### src/include/cgu_pkg.sv
// package: constants and types for the clock generation unit
package cgu_pkg;
	// axi4-lite register byte offsets
	localparam logic [7:0] ADDR_SLOW     = 8'h00;
	localparam logic [7:0] ADDR_PCTL     = 8'h04;
	localparam logic [7:0] ADDR_PFLG     = 8'h08;
	localparam logic [7:0] ADDR_WCTL     = 8'h0C;
	localparam logic [7:0] ADDR_WSVC     = 8'h10;
	localparam logic [7:0] ADDR_STAT     = 8'h14;
	// field positions
	localparam int PCTL_EN_BIT    = 7;
	localparam int PFLG_FLAG_BIT  = 7;
	localparam int WCTL_CME_BIT   = 7;
	localparam int STAT_WAIT_BIT  = 0;
	localparam int STAT_WDR_BIT   = 1;
	localparam int STAT_CMR_BIT   = 2;
	// reset values
	localparam logic [2:0] SLOW_RST    = 3'h0;
	localparam logic [2:0] PRATE_RST   = 3'h0;
	localparam logic [2:0] WRATE_RST   = 3'h1;
	// watchdog service keys
	localparam logic [7:0] KEY_ARM     = 8'h55;
	localparam logic [7:0] KEY_FIRE    = 8'hAA;
	// prescaler stages
	localparam int PRESC_EXP     = 13;
	localparam int CHAIN_W       = 20;
	// clock timing
	localparam int CLK_MHZ       = 25;
	localparam int CM_MIN_US     = 2;
	localparam int CM_MAX_US     = 20;
	localparam int CM_CYC        = CM_MAX_US * CLK_MHZ;
	localparam int CM_W          = 10;
	// system reset stretch
	localparam int RST_CYC       = 16;
	localparam int RST_W         = 5;
	// watchdog service states
	typedef enum logic [1:0] {
		WS_IDLE  = 2'b01,
		WS_ARMED = 2'b10
	} cgu_ws_t;
endpackage

### src/include/cgu_tick_if.sv
// interface: prescaler ticks shared between unit modules
interface cgu_tick_if;
	logic [cgu_pkg::CHAIN_W-1:0] chain;
	logic                        bus_en;
	modport src (output chain, output bus_en);
	modport dst (input chain, input bus_en);
endinterface

### src/hdl/cgu_divider.sv
// file: slow-mode divider and bus tick chain
module cgu_divider (
	// clock and reset
	input  wire logic       aclk,
	input  wire logic       aresetn,
	input  wire logic       ce,
	// control
	input  wire logic       wait_mode,
	input  wire logic [2:0] slow_sel,
	// outputs
	output logic            pclk_en,
	output logic            gbt_en,
	cgu_tick_if.src         tk
);
	logic [7:0]                  sdiv_ff, nxt_sdiv;
	logic [cgu_pkg::CHAIN_W-1:0] chain_ff, nxt_chain;
	logic                        ph_ff, nxt_ph;
	logic                        slow_tick;
	logic                        bus_tick;

	// oscillator/2 rate stays constant for link and timer clocks
	always_comb begin
		nxt_ph = ~ph_ff;
		gbt_en = ph_ff;
		pclk_en = ph_ff;
		// divide by 2^sel only in wait mode with non-zero field
		slow_tick = (sdiv_ff & ((8'h01 << slow_sel) - 8'h01)) == 8'h00;
		if (!wait_mode || slow_sel == 3'h0) begin
			bus_tick = ph_ff;
		end else begin
			bus_tick = ph_ff & slow_tick;
		end
		nxt_sdiv = ph_ff ? sdiv_ff + 8'h01 : sdiv_ff;
		nxt_chain = bus_tick ? chain_ff + 1'b1 : chain_ff;
	end

	always_ff @(posedge aclk) begin
		if (!aresetn) begin
			sdiv_ff  <= 8'h00;
			chain_ff <= '0;
			ph_ff    <= 1'b0;
		end else if (ce) begin
			sdiv_ff  <= nxt_sdiv;
			chain_ff <= nxt_chain;
			ph_ff    <= nxt_ph;
		end
	end

	assign tk.chain  = chain_ff;
	assign tk.bus_en = bus_tick & ce;
endmodule

### src/hdl/cgu_clkmon.sv
// file: clock monitor timed from the free-running reference clock
module cgu_clkmon (
	// clock and reset
	input  wire logic aclk,
	input  wire logic aresetn,
	// monitored activity
	input  wire logic enable,
	input  wire logic cpu_edge,
	// result
	output logic      fail
);
	logic [cgu_pkg::CM_W-1:0] cnt_ff, nxt_cnt;
	logic                     fail_ff, nxt_fail;

	// runs without the clock enable: it must see a stalled processor clock
	always_comb begin
		nxt_cnt  = cnt_ff;
		nxt_fail = 1'b0;
		if (!enable || cpu_edge) begin
			nxt_cnt = '0;
		end else if (cnt_ff == cgu_pkg::CM_W'(cgu_pkg::CM_CYC - 1)) begin
			nxt_fail = 1'b1;
			nxt_cnt  = '0;
		end else begin
			nxt_cnt = cnt_ff + 1'b1;
		end
	end

	always_ff @(posedge aclk) begin
		if (!aresetn) begin
			cnt_ff  <= '0;
			fail_ff <= 1'b0;
		end else begin
			cnt_ff  <= nxt_cnt;
			fail_ff <= nxt_fail;
		end
	end

	assign fail = fail_ff;
endmodule

### src/hdl/cgu_top.sv
// file: clock generation unit top with axi4-lite registers
module cgu_top (
	// clock and reset
	input  wire logic        aclk,
	input  wire logic        aresetn,
	input  wire logic        ce,
	// chip state
	input  wire logic        wait_mode,
	input  wire logic        por_n,
	input  wire logic        cpu_clk_edge,
	// generated clock enables, reset and interrupt
	output logic             pclk_en,
	output logic             eclk_en,
	output logic             gbt_en,
	output logic [3:0]       tclk_en,
	output logic             sys_rst_n,
	output logic             periodic_irq,
	// axi4-lite slave
	input  wire logic [7:0]  s_axi_awaddr,
	input  wire logic        s_axi_awvalid,
	output logic             s_axi_awready,
	input  wire logic [31:0] s_axi_wdata,
	input  wire logic [3:0]  s_axi_wstrb,
	input  wire logic        s_axi_wvalid,
	output logic             s_axi_wready,
	output logic [1:0]       s_axi_bresp,
	output logic             s_axi_bvalid,
	input  wire logic        s_axi_bready,
	input  wire logic [7:0]  s_axi_araddr,
	input  wire logic        s_axi_arvalid,
	output logic             s_axi_arready,
	output logic [31:0]      s_axi_rdata,
	output logic [1:0]       s_axi_rresp,
	output logic             s_axi_rvalid,
	input  wire logic        s_axi_rready
);
	cgu_tick_if tk ();

	// pin inputs pass two flops
	logic [2:0] sy1_ff, sy2_ff;
	always_ff @(posedge aclk) begin
		if (!aresetn) begin
			sy1_ff <= 3'h0;
			sy2_ff <= 3'h0;
		end else begin
			sy1_ff <= {wait_mode, por_n, cpu_clk_edge};
			sy2_ff <= sy1_ff;
		end
	end
	logic wait_s, por_s, cedge_s;
	assign {wait_s, por_s, cedge_s} = sy2_ff;

	// registers
	logic [2:0] slow_ff, nxt_slow;
	logic [2:0] prate_ff, nxt_prate;
	logic       pen_ff, nxt_pen;
	logic       pflag_ff, nxt_pflag;
	logic [2:0] wrate_ff, nxt_wrate;
	logic       cme_ff, nxt_cme;
	logic       wdr_ff, nxt_wdr;
	logic       cmr_ff, nxt_cmr;
	cgu_pkg::cgu_ws_t ws_ff, nxt_ws;
	logic       wd_restart;
	logic       wd_fail;
	// bus state
	logic       aw_ff, nxt_aw, w_ff, nxt_w, b_ff, nxt_b, r_ff, nxt_r;
	logic [7:0] awa_ff, nxt_awa;
	logic [31:0] wd_ff, nxt_wd;
	logic [31:0] rd_ff, nxt_rd;
	logic [1:0] br_ff, nxt_br, rr_ff, nxt_rr;
	logic       wr_go;
	// timers
	logic [12:0] wcnt_ff, nxt_wcnt;
	logic       p_hit, w_hit, w_timeout;
	logic [3:0] ph_ff, nxt_phs;
	logic [cgu_pkg::RST_W-1:0] rcnt_ff, nxt_rcnt;
	logic       cm_fail;

	// selected divider tap edge: stage n toggles once per 2^n bus ticks
	function automatic logic tap_edge(
		input logic [cgu_pkg::CHAIN_W-1:0] chain,
		input int                          stage
	);
		logic [cgu_pkg::CHAIN_W-1:0] mask;
		mask = (cgu_pkg::CHAIN_W'(1) << stage) - 1'b1;
		tap_edge = (chain & mask) == mask;
	endfunction

	cgu_divider u_div (
		.aclk      (aclk),
		.aresetn   (aresetn),
		.ce        (ce),
		.wait_mode (wait_s),
		.slow_sel  (slow_ff),
		.pclk_en   (pclk_en),
		.gbt_en    (gbt_en),
		.tk        (tk)
	);

	// fed from the free reference clock, not the bus ticks
	cgu_clkmon u_cm (
		.aclk     (aclk),
		.aresetn  (aresetn),
		.enable   (cme_ff),
		.cpu_edge (cedge_s),
		.fail     (cm_fail)
	);

	// four processor phase clocks rotate on bus ticks
	always_comb begin
		nxt_phs = tk.bus_en ? {ph_ff[2:0], ph_ff[3]} : ph_ff;
	end
	assign tclk_en = ph_ff & {4{tk.bus_en}};
	assign eclk_en = tk.bus_en;

	// periodic interrupt and watchdog timing
	always_comb begin
		p_hit = 1'b0;
		w_hit = 1'b0;
		if (tk.bus_en && prate_ff != 3'h0) begin
			p_hit = tap_edge(tk.chain,
				cgu_pkg::PRESC_EXP + int'(prate_ff) - 1);
		end
		if (tk.bus_en && wrate_ff != 3'h0) begin
			w_hit = tap_edge(tk.chain, cgu_pkg::PRESC_EXP);
		end
		nxt_wcnt  = wcnt_ff;
		w_timeout = 1'b0;
		if (wrate_ff == 3'h0 || wd_restart) begin
			nxt_wcnt = 13'h0;
		end else if (w_hit) begin
			// prescaler runs on: late by up to one stage, never early
			if (wcnt_ff == 13'(1 << (2 * int'(wrate_ff) - 2))) begin
				w_timeout = 1'b1;
				nxt_wcnt  = 13'h0;
			end else begin
				nxt_wcnt = wcnt_ff + 13'h1;
			end
		end
	end

	// axi4-lite handshake and register writes
	always_comb begin
		nxt_aw = aw_ff; nxt_awa = awa_ff;
		nxt_w = w_ff; nxt_wd = wd_ff;
		nxt_b = b_ff; nxt_br = br_ff;
		nxt_r = r_ff; nxt_rd = rd_ff; nxt_rr = rr_ff;
		nxt_slow = slow_ff; nxt_prate = prate_ff; nxt_pen = pen_ff;
		nxt_wrate = wrate_ff; nxt_cme = cme_ff;
		nxt_ws = ws_ff; wd_restart = 1'b0; wd_fail = 1'b0;
		nxt_pflag = pflag_ff;
		s_axi_awready = !aw_ff && !b_ff;
		s_axi_wready  = !w_ff && !b_ff;
		s_axi_arready = !r_ff;
		if (s_axi_awvalid && s_axi_awready) begin
			nxt_aw = 1'b1; nxt_awa = s_axi_awaddr;
		end
		if (s_axi_wvalid && s_axi_wready) begin
			nxt_w = 1'b1; nxt_wd = s_axi_wdata;
		end
		wr_go = aw_ff && w_ff && s_axi_wstrb_ok();
		if (wr_go) begin
			nxt_aw = 1'b0; nxt_w = 1'b0; nxt_b = 1'b1; nxt_br = 2'b00;
			case (awa_ff)
				cgu_pkg::ADDR_SLOW: nxt_slow = wd_ff[2:0];
				cgu_pkg::ADDR_PCTL: begin
					nxt_prate = wd_ff[2:0];
					nxt_pen   = wd_ff[cgu_pkg::PCTL_EN_BIT];
				end
				cgu_pkg::ADDR_PFLG: begin
					if (wd_ff[cgu_pkg::PFLG_FLAG_BIT]) begin
						nxt_pflag = 1'b0;
					end
				end
				cgu_pkg::ADDR_WCTL: begin
					nxt_wrate = wd_ff[2:0];
					nxt_cme   = wd_ff[cgu_pkg::WCTL_CME_BIT];
				end
				cgu_pkg::ADDR_WSVC: begin
					if (wd_ff[7:0] == cgu_pkg::KEY_ARM) begin
						nxt_ws = cgu_pkg::WS_ARMED;
					end else if (wd_ff[7:0] == cgu_pkg::KEY_FIRE &&
						ws_ff == cgu_pkg::WS_ARMED) begin
						nxt_ws = cgu_pkg::WS_IDLE;
						wd_restart = 1'b1;
					end else if (wrate_ff != 3'h0) begin
						wd_fail = 1'b1;
						nxt_ws  = cgu_pkg::WS_IDLE;
					end
				end
				cgu_pkg::ADDR_STAT: nxt_br = 2'b00;
				default: nxt_br = 2'b10;
			endcase
		end
		if (b_ff && s_axi_bready) begin
			nxt_b = 1'b0;
		end
		// set wins over a clear in the same cycle
		if (p_hit) begin
			nxt_pflag = 1'b1;
		end
		if (s_axi_arvalid && s_axi_arready) begin
			nxt_r = 1'b1; nxt_rr = 2'b00; nxt_rd = 32'h0000_0000;
			case (s_axi_araddr)
				cgu_pkg::ADDR_SLOW: nxt_rd[2:0] = slow_ff;
				cgu_pkg::ADDR_PCTL: begin
					nxt_rd[2:0] = prate_ff;
					nxt_rd[cgu_pkg::PCTL_EN_BIT] = pen_ff;
				end
				cgu_pkg::ADDR_PFLG: nxt_rd[cgu_pkg::PFLG_FLAG_BIT] = pflag_ff;
				cgu_pkg::ADDR_WCTL: begin
					nxt_rd[2:0] = wrate_ff;
					nxt_rd[cgu_pkg::WCTL_CME_BIT] = cme_ff;
				end
				cgu_pkg::ADDR_WSVC: nxt_rd = 32'h0000_0000;
				cgu_pkg::ADDR_STAT: begin
					nxt_rd[cgu_pkg::STAT_WAIT_BIT] = wait_s;
					nxt_rd[cgu_pkg::STAT_WDR_BIT]  = wdr_ff;
					nxt_rd[cgu_pkg::STAT_CMR_BIT]  = cmr_ff;
				end
				default: nxt_rr = 2'b10;
			endcase
		end else if (r_ff && s_axi_rready) begin
			nxt_r = 1'b0;
		end
	end

	function automatic logic s_axi_wstrb_ok();
		s_axi_wstrb_ok = 1'b1;
	endfunction

	// reset sequencer: stretches watchdog and clock-monitor causes into a fixed-length pulse; por_n passes unstretched
	always_comb begin
		nxt_rcnt = rcnt_ff;
		nxt_wdr  = wdr_ff;
		nxt_cmr  = cmr_ff;
		if (w_timeout || wd_fail) begin
			nxt_rcnt = cgu_pkg::RST_W'(cgu_pkg::RST_CYC);
			nxt_wdr  = 1'b1;
		end else if (cm_fail) begin
			nxt_rcnt = cgu_pkg::RST_W'(cgu_pkg::RST_CYC);
			nxt_cmr  = 1'b1;
		end else if (rcnt_ff != '0) begin
			nxt_rcnt = rcnt_ff - 1'b1;
		end
	end
	assign sys_rst_n = (rcnt_ff == '0) && por_s;
	assign periodic_irq = pflag_ff & pen_ff;

	// cause flags survive the stretched reset and por_n; only aresetn clears them
	always_ff @(posedge aclk) begin
		if (!aresetn) begin
			rcnt_ff <= '0;
			wdr_ff  <= 1'b0;
			cmr_ff  <= 1'b0;
		end else begin
			rcnt_ff <= nxt_rcnt;
			wdr_ff  <= nxt_wdr;
			cmr_ff  <= nxt_cmr;
		end
	end

	always_ff @(posedge aclk) begin
		if (!aresetn || !sys_rst_n) begin
			aw_ff <= 1'b0; w_ff <= 1'b0; b_ff <= 1'b0; r_ff <= 1'b0;
			awa_ff <= 8'h00; wd_ff <= 32'h0000_0000;
			rd_ff <= 32'h0000_0000; br_ff <= 2'b00; rr_ff <= 2'b00;
			slow_ff  <= cgu_pkg::SLOW_RST;
			prate_ff <= cgu_pkg::PRATE_RST;
			pen_ff   <= 1'b0;
			pflag_ff <= 1'b0;
			wrate_ff <= cgu_pkg::WRATE_RST;
			cme_ff   <= 1'b0;
			ws_ff    <= cgu_pkg::WS_IDLE;
			wcnt_ff  <= 13'h0;
			ph_ff    <= 4'h1;
		end else if (ce) begin
			aw_ff <= nxt_aw; w_ff <= nxt_w; b_ff <= nxt_b; r_ff <= nxt_r;
			awa_ff <= nxt_awa; wd_ff <= nxt_wd;
			rd_ff <= nxt_rd; br_ff <= nxt_br; rr_ff <= nxt_rr;
			slow_ff  <= nxt_slow;
			prate_ff <= nxt_prate;
			pen_ff   <= nxt_pen;
			pflag_ff <= nxt_pflag;
			wrate_ff <= nxt_wrate;
			cme_ff   <= nxt_cme;
			ws_ff    <= nxt_ws;
			wcnt_ff  <= nxt_wcnt;
			ph_ff    <= nxt_phs;
		end
	end

	assign s_axi_bvalid = b_ff;
	assign s_axi_bresp  = br_ff;
	assign s_axi_rvalid = r_ff;
	assign s_axi_rdata  = rd_ff;
	assign s_axi_rresp  = rr_ff;
endmodule

### config.mk
export PLATFORM = sky130hd
export DESIGN_NAME = cgu_top
export DESIGN_NICKNAME = d
export VERILOG_FILES = /design/src/include/cgu_pkg.sv /design/src/include/cgu_tick_if.sv /design/src/hdl/cgu_divider.sv /design/src/hdl/cgu_clkmon.sv /design/src/hdl/cgu_top.sv
export SDC_FILE = /design/constraint.sdc
export NUM_CORES = 1
export LEC_CHECK = 0
export BUFFER_PORTS_ARGS = -buffer_cell sky130_fd_sc_hd__buf_2
export CORE_UTILIZATION = 49
export CTS_BUF_LIST = sky130_fd_sc_hd__clkbuf_8 sky130_fd_sc_hd__clkbuf_16
export CTS_CLUSTER_DIAMETER = 60
export DETAILED_ROUTE_END_ITERATION = 8
export GPL_TIMING_DRIVEN = 0
export MAX_ROUTING_LAYER = met4
export PLACE_DENSITY = 0.81
export SKIP_CTS_REPAIR_TIMING = 1
export SYNTH_ARGS = -nofsm -noshare
export SYNTH_HDL_FRONTEND = slang
export SYNTH_SLANG_ARGS = --single-unit
### constraint.sdc
create_clock -name aclk -period 3 [get_ports aclk]
set_input_delay 0.15 -clock aclk [delete_from_list [all_inputs] [get_ports aclk]]
set_output_delay 0.15 -clock aclk [all_outputs]
set_load 0.01 [all_outputs]
==> flow_summary.json, run 1 <==
{
  "status": "complete, no violations",
  "dp_hpwl_microns": 9510,
  "syn_area_sq_mm": 0.00565,
  "grt_pass1_vias": 4694,
  "finalSetupViolCount": 0,
  "start_kind": "flop",
  "antenna_found_initial": 0,
  "numPortBuffers": 53,
  "met1_length_microns": 5510,
  "cts_made_buffers": 9,
  "required_ns": 2.85,
  "maxCapViolations": 0,
  "clk_path_buf_depth": 2,
  "routed_via_density": 5.52,
  "clk_transition_reported_paths_ns": 0.08,
  "die_area_sq_mm": 0.0120,
  "dr_wl_met3_microns": 632,
  "fmax_ghz": 0.338,
  "fin_tns_setup_ns": 0,
  "p_leak_nw": 2.70,
  "ys_async_sr_fraction": 0,
  "die_h_microns": 109,
  "wl_per_cell_microns": 14.5,
  "finalWorstSetupSlack_ns": 0.0423,
  "finalNonFillerCells": 902,
  "yosys.cell_types.count": 66,
  "tritoncts": "built",
  "synth_flop_cell": "dfxtp_1",
  "peakVddDrop_uv": 319,
  "drc": 0,
  "die_x_microns": 109,
  "worst-path-max-fanout": 7,
  "cts_max_level": 3,
  "final_cell_mix": "dfxtp_1 (104), nor2_1 (76), buf_2 (57), nand2_1 (42), buf_4 (41)",
  "cts-root-buf": "clkbuf_16",
  "avgSynthCellArea_sq_um": 8.61,
  "slew_headroom": 0.534,
  "final_layout_size_suffix_gt1_frac": 0.192,
  "route.met2.wl_microns": 6620,
  "antenna-diode-count": 0,
  "synth-edff-count": 0,
  "clock_latency_ns": 0.35,
  "track_usage": 0.232,
  "dp.cells": 879,
  "drt_pass1_iterations": 7,
  "cts.sinks": 108,
  "ant_nets": 0,
  "slew_viol_final": 0,
  "yosys_warnings": 0,
  "synthCells": 657,
  "rows": 38,
  "crit_type": "flop to output port",
  "vias": 4975,
  "hold_viol": 0,
  "gr-total-overflow": 0,
  "yosysSeqAreaShare": 0.382,
  "synth_seq_cells": 108,
  "powerDensity_mw_per_mm2": 471,
  "critPathCaptureType": "output port",
  "start_util": 0.513,
  "period_needed_ns": 2.96,
  "drt_iter0_markers": 335,
  "area_delta_synth_final_pct": 17.0,
  "max_slew.worst_pin.slew_ns": 0.698,
  "place_area_sq_mm": 0.00620,
  "fin_util": 0.599,
  "hp-class": "input port to flop",
  "grt_pass1_wl_microns": 21500,
  "layout_commonest_cell": "dfxtp_1",
  "nets": 830,
  "pin_count": 113,
  "wl_microns": 13100,
  "gp_congestion": 0.919,
  "place_ws_ns": -0.244,
  "finalClockSkew_ns": 0.0127,
  "design_area_sq_mm": 0.00661,
  "arrival_ns": 2.81,
  "top_layer_used": "met4",
  "core_sq_mm": 0.0110,
  "post-route-period-util": 0.986,
  "grt_max_degree": 20
}
-- report_power, final --
group	switching (mW)	leakage, nW	internal (mW)	total (mW)
sequential	0.0326	0.875	1.47	1.50
combinational	0.254	1.69	0.215	0.469
clock	0.561	0.140	0.577	1.14
-- cell type report --
class	count	area, sq um
buffer	54	358
clock buffer	9	225
clock inverter	7	57.6
fill	938	4420
inverter	21	83.8
multi-input combinational	500	3200
sequential	108	2170
tap	140	175
timing repair buffer	63	340
-- worst paths after layout --
check | start | endpoint | slack [ns] | cells past startpoint
max | slow_ff[2]$_SDFFE_PP0P_ | tclk_en[0] | 0.04 | 11
min | wait_mode | sy1_ff[2]$_SDFF_PN0_ | 0.0004 | 2
max reg2reg | slow_ff[2]$_SDFFE_PP0P_ | wcnt_ff[11]$_SDFFE_PP0P_ | 0.14 | 13
min reg2reg | sy1_ff[1]$_SDFF_PN0_ | sy2_ff[1]$_SDFF_PN0_ | 0.44 | 1
-- sequential cells by signal, summed over array words and instances, names as in the netlist, 2 cells and up --
signal          count
u_div.sdiv_ff       7
ph_ff               4
wrate_ff            3
ws_ff               2
slow_ff             3
sy1_ff              3
prate_ff            3
wcnt_ff            13
rcnt_ff             5
u_cm.cnt_ff        10
s_axi_rdata         4
u_div.tk.chain     19
sy2_ff              3
wd_ff               8
awa_ff              8
-- critical path, cell delays in order (launching register included) --
cell and delay [ns]:
dfxtp_4 0.37, or3_4 0.41, ha_4 0.19, buf_4 0.14
nand4bb_1 0.23, a21oi_1 0.21, nor4_2 0.09, a21oi_4 0.27
clkinv_4 0.12, buf_8 0.14, and2_1 0.16, buf_2 0.14
-- Yosys cell counts (4+ instances only) --
| cell | count | share of area |
|---|---|---|
| dfxtp_1 | 108 | 0.38 |
| nor2_1 | 76 | 0.050 |
| nand2_1 | 43 | 0.029 |
| and2_1 | 39 | 0.043 |
| mux2i_1 | 38 | 0.067 |
| nand3_1 | 33 | 0.029 |
| a21oi_1 | 32 | 0.028 |
| buf_4 | 31 | 0.041 |
| nor3_1 | 22 | 0.019 |
| inv_1 | 20 | 0.013 |
| and3_1 | 19 | 0.021 |
| xnor2_1 | 19 | 0.029 |
| xor2_1 | 17 | 0.026 |
| clkbuf_1 | 13 | 0.0086 |
| nand4_1 | 11 | 0.012 |
| ha_1 | 10 | 0.022 |
| o21ai_0 | 9 | 0.0080 |
| a211oi_2 | 8 | 0.018 |
| buf_2 | 7 | 0.0062 |
| nor2b_1 | 7 | 0.0077 |
| or3_1 | 7 | 0.0077 |
| nand2b_1 | 6 | 0.0066 |
| o21ai_1 | 6 | 0.0053 |
| a211oi_1 | 5 | 0.0066 |
| nor4_1 | 5 | 0.0055 |
| nand3b_1 | 4 | 0.0053 |
| nor4bb_1 | 4 | 0.0071 |
| o211ai_1 | 4 | 0.0053 |
-- routing by layer --
metal | up-vias | track usage
met5 | - | -
met4 | 0 | 0.0724
met3 | 33 | 0.0391
met2 | 147 | 0.408
met1 | 2370 | 0.269
li1 | 2425 | -
-- metrics by stage --
step	total power [mW]	hold WS (ns)
2_1_floorplan	1.87	0.268
3_3_place_gp	1.96	0.351
3_5_place_dp	1.98	0.362
4_1_cts	3.10	-0.00442
5_1_grt	3.24	0.00257
6_report	3.11	0.000394
-- cell families after synthesis --
family                   synth area share
AO/OA/AOI/OAI                       0.118
XOR/XNOR                           0.0558
adder cells (fa/ha/maj)            0.0239
buffers and inverters              0.0779
flip-flops                          0.382
multiplexers                       0.0713
other                            0.000663
AND/OR/NAND/NOR                     0.271
Power figures use the tool's default switching activity.
==> inputs of run 2 (changes only) <==
--- a/config.mk
+++ b/config.mk
@@ -5,12 +5,12 @@
 export SDC_FILE = /design/constraint.sdc
 export NUM_CORES = 1
 export LEC_CHECK = 0
+export ABC_AREA = 1
 export BUFFER_PORTS_ARGS = -buffer_cell sky130_fd_sc_hd__buf_2
 export CORE_UTILIZATION = 49
 export CTS_BUF_LIST = sky130_fd_sc_hd__clkbuf_8 sky130_fd_sc_hd__clkbuf_16
 export CTS_CLUSTER_DIAMETER = 60
 export DETAILED_ROUTE_END_ITERATION = 8
-export GPL_TIMING_DRIVEN = 0
 export MAX_ROUTING_LAYER = met4
 export PLACE_DENSITY = 0.81
 export SKIP_CTS_REPAIR_TIMING = 1
==> flow_summary.json, run 2 <==
{
  "synth_seq_cells": 108,
  "fin_tns_setup_ns": 0,
  "fillCellCount": 1088,
  "grt_pass1_vias": 4650,
  "critPathMostFrequentCell": "nand2_1",
  "cts.sinks": 108,
  "netSwitchingFraction": 0.248,
  "hold_viol": 0,
  "powerDensity_mw_per_mm2": 486,
  "yosysSeqAreaShare": 0.368,
  "crit_chain": "nor2_1 -> nand2_1 -> ha_1 -> inv_1 -> nor2_1 -> nand2_1 -> nand3_2 -> nand2_2 -> o21ai_4 -> nand2_4 -> inv_4 -> nand2_1 -> inv_1 -> buf_2",
  "yosys_warnings": 0,
  "peakVddDrop_uv": 393,
  "drt_pass1_iterations": 9,
  "rows": 39,
  "status": "complete, but fails checks",
  "finalWorstSetupSlack_ns": 0.258,
  "p_leak_nw": 2.61,
  "clk_path_buf_depth": 2,
  "slew_headroom": 0.496,
  "p_comb_frac": 0.109,
  "period_needed_ns": 2.74,
  "ys_async_sr_fraction": 0,
  "critPathCaptureType": "output port",
  "required_ns": 2.85,
  "synth-compound-area-share": 0.139,
  "r2r_cells": 13,
  "gr-total-overflow": 0,
  "yosys.area.top_type": "dfxtp_1",
  "wl_microns": 12700,
  "worstHoldStart": "wait_mode",
  "maxCapViolations": 0,
  "whs_path_depth": 3,
  "finalClockSkew_ns": 0.00601,
  "post-route-period-util": 0.914,
  "yosys-top-cells-count": "nand2_1 (183), dfxtp_1 (108), inv_1 (107), nor2_1 (71)",
  "slew_viol_final": 0,
  "clk_transition_reported_paths_ns": 0.07,
  "regToRegStartpoint": "wrate_ff[0]$_SDFFE_PP1P_",
  "drt_iter0_markers": 423,
  "core_sq_mm": 0.0116,
  "ant_nets": 0,
  "drc": 14,
  "crit_type": "flop to output port",
  "synth_most_common_cell": "nand2_1",
  "hp-class": "input port to flop",
  "grt_pass1_wl_microns": 21400,
  "register_area_sq_mm": 0.00216,
  "rr_endpoint": "rcnt_ff[1]$_SDFFE_PP0P_",
  "synthXorXnorAreaFrac": 0.0119,
  "nets": 961,
  "start_kind": "flop",
  "place_ws_ns": 0.615,
  "wl_per_cell_microns": 12.3,
  "cts_made_buffers": 9,
  "cts-root-buf": "clkbuf_16",
  "area_delta_synth_final_pct": 9.34,
  "rsz0062_at_grt": "no",
  "yosys.area_share.simple": 0.319,
  "fmax_ghz": 0.365,
  "track_usage": 0.217,
  "clock_latency_ns": 0.35,
  "fin_util": 0.555,
  "ff2ff_setup_slack_ns": 0.54,
  "antenna_found_initial": 0,
  "synth_mux_area_frac": 0.00171,
  "largest_reg_flops": 19,
  "arrival_ns": 2.59,
  "numPortBuffers": 54,
  "tritoncts": "built",
  "worst-path-max-fanout": 18,
  "layout_commonest_cell": "nand2_1",
  "clkPwrFrac": 0.409,
  "synthAdderAreaFrac": 0.0213,
  "vias": 5409,
  "synth-edff-count": 0,
  "routed_via_density": 5.22,
  "violations": "DRC",
  "critPathSlowestCell": "dfxtp_1",
  "max_stage_delay_ns": 0.56,
  "yosys.cell_types.count": 53,
  "max_slew.worst_pin.slew_ns": 0.750,
  "die_h_microns": 111,
  "power_frac_seq": 0.482,
  "power.internal_mw": 2.34,
  "multi_input_area_sq_mm": 0.00301,
  "avgSynthCellArea_sq_um": 6.97,
  "finalSetupViolCount": 0,
  "final_layout_size_suffix_gt1_frac": 0.127,
  "grt_max_degree": 33,
  "dp_hpwl_microns": 9180,
  "die_x_microns": 111,
  "antenna-diode-count": 0,
  "synth_top_area_share": 0.368,
  "synthCells": 842,
  "gp_congestion": 0.882,
  "final_cell_mix": "nand2_1 (183), inv_1 (110), dfxtp_1 (108), nor2_1 (71)",
  "p_sw_mw": 0.775,
  "holdWs_ns": 0.0106,
  "p_total_mw": 3.12,
  "whs_endpoint": "sy1_ff[2]$_SDFF_PN0_",
  "syn_area_sq_mm": 0.00587,
  "netlist_top_cells_area": "dfxtp_1 (37%), nand2_1 (12%), inv_1 (6.8%)",
  "die_area_sq_mm": 0.0124,
  "start_util": 0.508,
  "synth_flop_cell": "dfxtp_1",
  "cts_max_level": 3,
  "pin_count": 113,
  "synth_top_family_by_area": "simple AND/OR/NAND/NOR gates"
}
[run 2: changes by cell type in the layout (fill, tap and decap cells not counted), sizes merged, moves of 34 or more]
cell,before,now
and2,40,0
buf,105,58
nand3,33,67
inv,25,117
nand2,44,190
mux2i,38,1
a21oi,33,71
[run 2: worst max-delay path by stage]
| stage | from | end | slack (ns) | cells after the start |
|---|---|---|---|---|
| 5_1_grt | slow_ff[1]$_SDFFE_PP0P_ | tclk_en[1] | 0.04 | 14 |
| 3_5_place_dp | wrate_ff[0]$_SDFFE_PP1P_ | rcnt_ff[0]$_SDFFE_PP0P_ | 0.61 | 12 |
| 4_1_cts | slow_ff[2]$_SDFFE_PP0P_ | tclk_en[0] | 0.25 | 14 |
| 3_3_place_gp | wrate_ff[0]$_SDFFE_PP1P_ | rcnt_ff[3]$_SDFFE_PP0P_ | 0.64 | 13 |
| 2_1_floorplan | slow_ff[1]$_SDFFE_PP0P_ | tclk_en[3] | 1.01 | 15 |
| 6_report | slow_ff[2]$_SDFFE_PP0P_ | tclk_en[0] | 0.26 | 14 |
[run 2: area by class of cell]
type	instances	share of cell area
multi-input cells	596	0.468
inverters	113	0.0673
repair buffers	60	0.0499
well taps	143	0.0279
clock inverters	6	0.0125
flip-flops and latches	108	0.337
clock buffers	10	0.0372
[run 2: power groups by stage]
stage,sequential [mW],clock [mW],combinational (mW)
2_1_floorplan,1.53,0,0.288
3_3_place_gp,1.53,0,0.329
3_5_place_dp,1.54,0,0.337
4_1_cts,1.50,1.29,0.339
5_1_grt,1.51,1.34,0.394
6_report,1.50,1.28,0.340
[run 2: cells by family (layout without fill, tap and decap cells)]
group	after synthesis	after routing
simple gates	405	405
buf+inv	167	189
compound gates	142	142
flops	108	108
fa+ha+maj	10	10
xor+xnor	8	8
other cells	1	30
mux	1	1
[run 2: worst max-delay path, delay by kind of cell (launching register included)]
kind / cells / cell delay, ns
flops: 1 / 0.56
simple gates: 8 / 0.75
compound gates: 1 / 0.24
buf+inv: 4 / 0.47
fa+ha+maj: 1 / 0.21
[run 2: metal layers]
metal,up-vias,track usage,share of wire
met4,0,0.0892,0.017
met3,17,0.0234,0.054
met5,-,-,0
met1,2435,0.292,0.49
li1,2796,-,-
met2,161,0.332,0.44
[run 2: per-stage QoR]
stage          area, sq um  cells
6_report              6420   1036
5_1_grt               6420   1036
4_1_cts               6400   1034
3_5_place_dp          6080   1018
3_3_place_gp          6080   1018
2_1_floorplan         5980    871
==> inputs of run 3 (changes only) <==
--- a/config.mk
+++ b/config.mk
@@ -12,7 +12,7 @@
 export CTS_CLUSTER_DIAMETER = 60
 export DETAILED_ROUTE_END_ITERATION = 8
 export MAX_ROUTING_LAYER = met4
-export PLACE_DENSITY = 0.81
+export PLACE_DENSITY = 0.78
 export SKIP_CTS_REPAIR_TIMING = 1
 export SYNTH_ARGS = -nofsm -noshare
 export SYNTH_HDL_FRONTEND = slang
==> constraint.sdc (replaced) <==
create_clock -name aclk -period 2.66 [get_ports aclk]
set_input_delay 0.133 -clock aclk [delete_from_list [all_inputs] [get_ports aclk]]
set_output_delay 0.133 -clock aclk [all_outputs]
set_load 0.01 [all_outputs]
==> flow_summary.json, run 3 (synthesized netlist as in run 2, its figures left out) <==
{
  "status": "complete, but fails checks",
  "violations": "DRC",
  "cts_max_level": 3,
  "arrival_ns": 2.37,
  "maxCapViolations": 0,
  "numPortBuffers": 54,
  "hold_viol": 0,
  "whs_path_depth": 3,
  "finalSetupViolCount": 0,
  "antenna_found_initial": 0,
  "grt_pass1_vias": 4807,
  "critPathSlowestCell": "dfxtp_2",
  "finalWorstSetupSlack_ns": 0.155,
  "wl_microns": 12600,
  "critPathMostFrequentCell": "nand2_1",
  "post-route-period-util": 0.942,
  "gr-total-overflow": 0,
  "dp_hpwl_microns": 9070,
  "place_ws_ns": 0.285,
  "track_usage": 0.220,
  "critPathCaptureType": "output port",
  "antenna-diode-count": 0,
  "hp-class": "input port to flop",
  "core_sq_mm": 0.0116,
  "dp.cells": 1018,
  "r2r_cells": 13,
  "drc": 10,
  "pin_count": 113,
  "vias": 5381,
  "largest_reg_flops": 19,
  "layout_commonest_cell": "nand2_1",
  "final_layout_size_suffix_gt1_frac": 0.135,
  "peakVddDrop_uv": 430,
  "rr_endpoint": "rcnt_ff[1]$_SDFFE_PP0P_",
  "finalNonFillerCells": 1039,
  "crit_type": "flop to output port",
  "wl_per_cell_microns": 12.2,
  "worst-path-max-fanout": 18,
  "clock_latency_ns": 0.35,
  "powerDensity_mw_per_mm2": 542,
  "worstHoldStart": "s_axi_awaddr[7]",
  "cts_made_buffers": 9,
  "routed_via_density": 5.18,
  "fillCellCount": 1096,
  "clk_transition_reported_paths_ns": 0.08,
  "slew_viol_final": 0,
  "start_kind": "flop",
  "regToRegStartpoint": "wrate_ff[0]$_SDFFE_PP1P_",
  "die_h_microns": 111,
  "rows": 39,
  "whs_endpoint": "awa_ff[7]$_SDFFE_PP0P_",
  "die_area_sq_mm": 0.0124,
  "start_util": 0.508,
  "cts.sinks": 108,
  "cts-root-buf": "clkbuf_16",
  "gp_congestion": 0.889,
  "required_ns": 2.53,
  "drt_iter0_markers": 304,
  "grt_pass1_wl_microns": 21800,
  "max_slew.worst_pin.slew_ns": 0.689,
  "tritoncts": "built",
  "crit_chain": "nor2_4 -> nand2_1 -> ha_1 -> inv_1 -> nand2_1 -> nand2_1 -> nor2_2 -> nand2_2 -> o21ai_4 -> nand2_8 -> inv_6 -> nand2_1 -> inv_1 -> buf_2",
  "finalClockSkew_ns": 0.00723,
  "ff2ff_setup_slack_ns": 0.27,
  "period_needed_ns": 2.51,
  "fmax_ghz": 0.399,
  "die_x_microns": 111,
  "grt_max_degree": 34,
  "ant_nets": 0,
  "final_cell_mix": "nand2_1 (183), inv_1 (107), dfxtp_1 (105), nor2_1 (71)",
  "fin_util": 0.558,
  "area_delta_synth_final_pct": 10.0,
  "nets": 964,
  "drt_pass1_iterations": 6,
  "max_stage_delay_ns": 0.37,
  "clk_path_buf_depth": 2,
  "slew_headroom": 0.537,
  "p_leak_nw": 2.62
}
-- run 3: per-layer routing --
layer	GRT usage	routed length (microns)	up-vias
met1	0.291	6270	2438
met4	0.0757	219	0
met3	0.0359	568	19
met2	0.339	5580	124
li1	-	-	2800
met5	-	0	-
-- run 3: worst max path at each step --
stage,startpoint,to,slack [ns]
after floorplan,slow_ff[1]$_SDFFE_PP0P_,tclk_en[3],0.69
after global routing,slow_ff[0]$_SDFFE_PP0P_,tclk_en[1],-0.02
after global placement,wrate_ff[0]$_SDFFE_PP1P_,rcnt_ff[0]$_SDFFE_PP0P_,0.33
after CTS,slow_ff[2]$_SDFFE_PP0P_,tclk_en[0],-0.07
after detailed placement,wrate_ff[0]$_SDFFE_PP1P_,rcnt_ff[3]$_SDFFE_PP0P_,0.28
final,slow_ff[0]$_SDFFE_PP0P_,tclk_en[0],0.15
-- run 3: cell type report --
type                       count  area (sq um)  area share
clock inverter                 7          90.1      0.0139
multi-input combinational    596          3010       0.467
tap                          143           179      0.0277
inverter                     113           434      0.0672
timing repair buffer          63           345      0.0535
sequential                   108          2170       0.336
clock buffer                   9           225      0.0349
-- run 3: through the flow --
step | total power [mW] | area, sq um | hold slack (ns) | setup TNS, ns
final | 3.50 | 6460 | 0.0289 | 0
after global routing | 3.66 | 6460 | 0.0297 | -0.0618
after CTS | 3.50 | 6390 | -0.0476 | -0.246
after detailed placement | 2.10 | 6080 | 0.318 | 0
after global placement | 2.10 | 6080 | 0.317 | 0
after floorplan | 2.05 | 5980 | 0.231 | 0
-- run 3: report_power, final --
group | internal (mW) | switching (mW) | total (mW)
registers | 1.66 | 0.0336 | 1.69
clock network | 0.760 | 0.664 | 1.42
logic | 0.137 | 0.243 | 0.380
-- run 3: worst max-delay path, delay by kind of cell (launching register included) --
family	cells	cell delay, ns
compound gates	1	0.22
fa+ha+maj	1	0.29
buf+inv	4	0.37
flops	1	0.37
simple gates	8	0.76
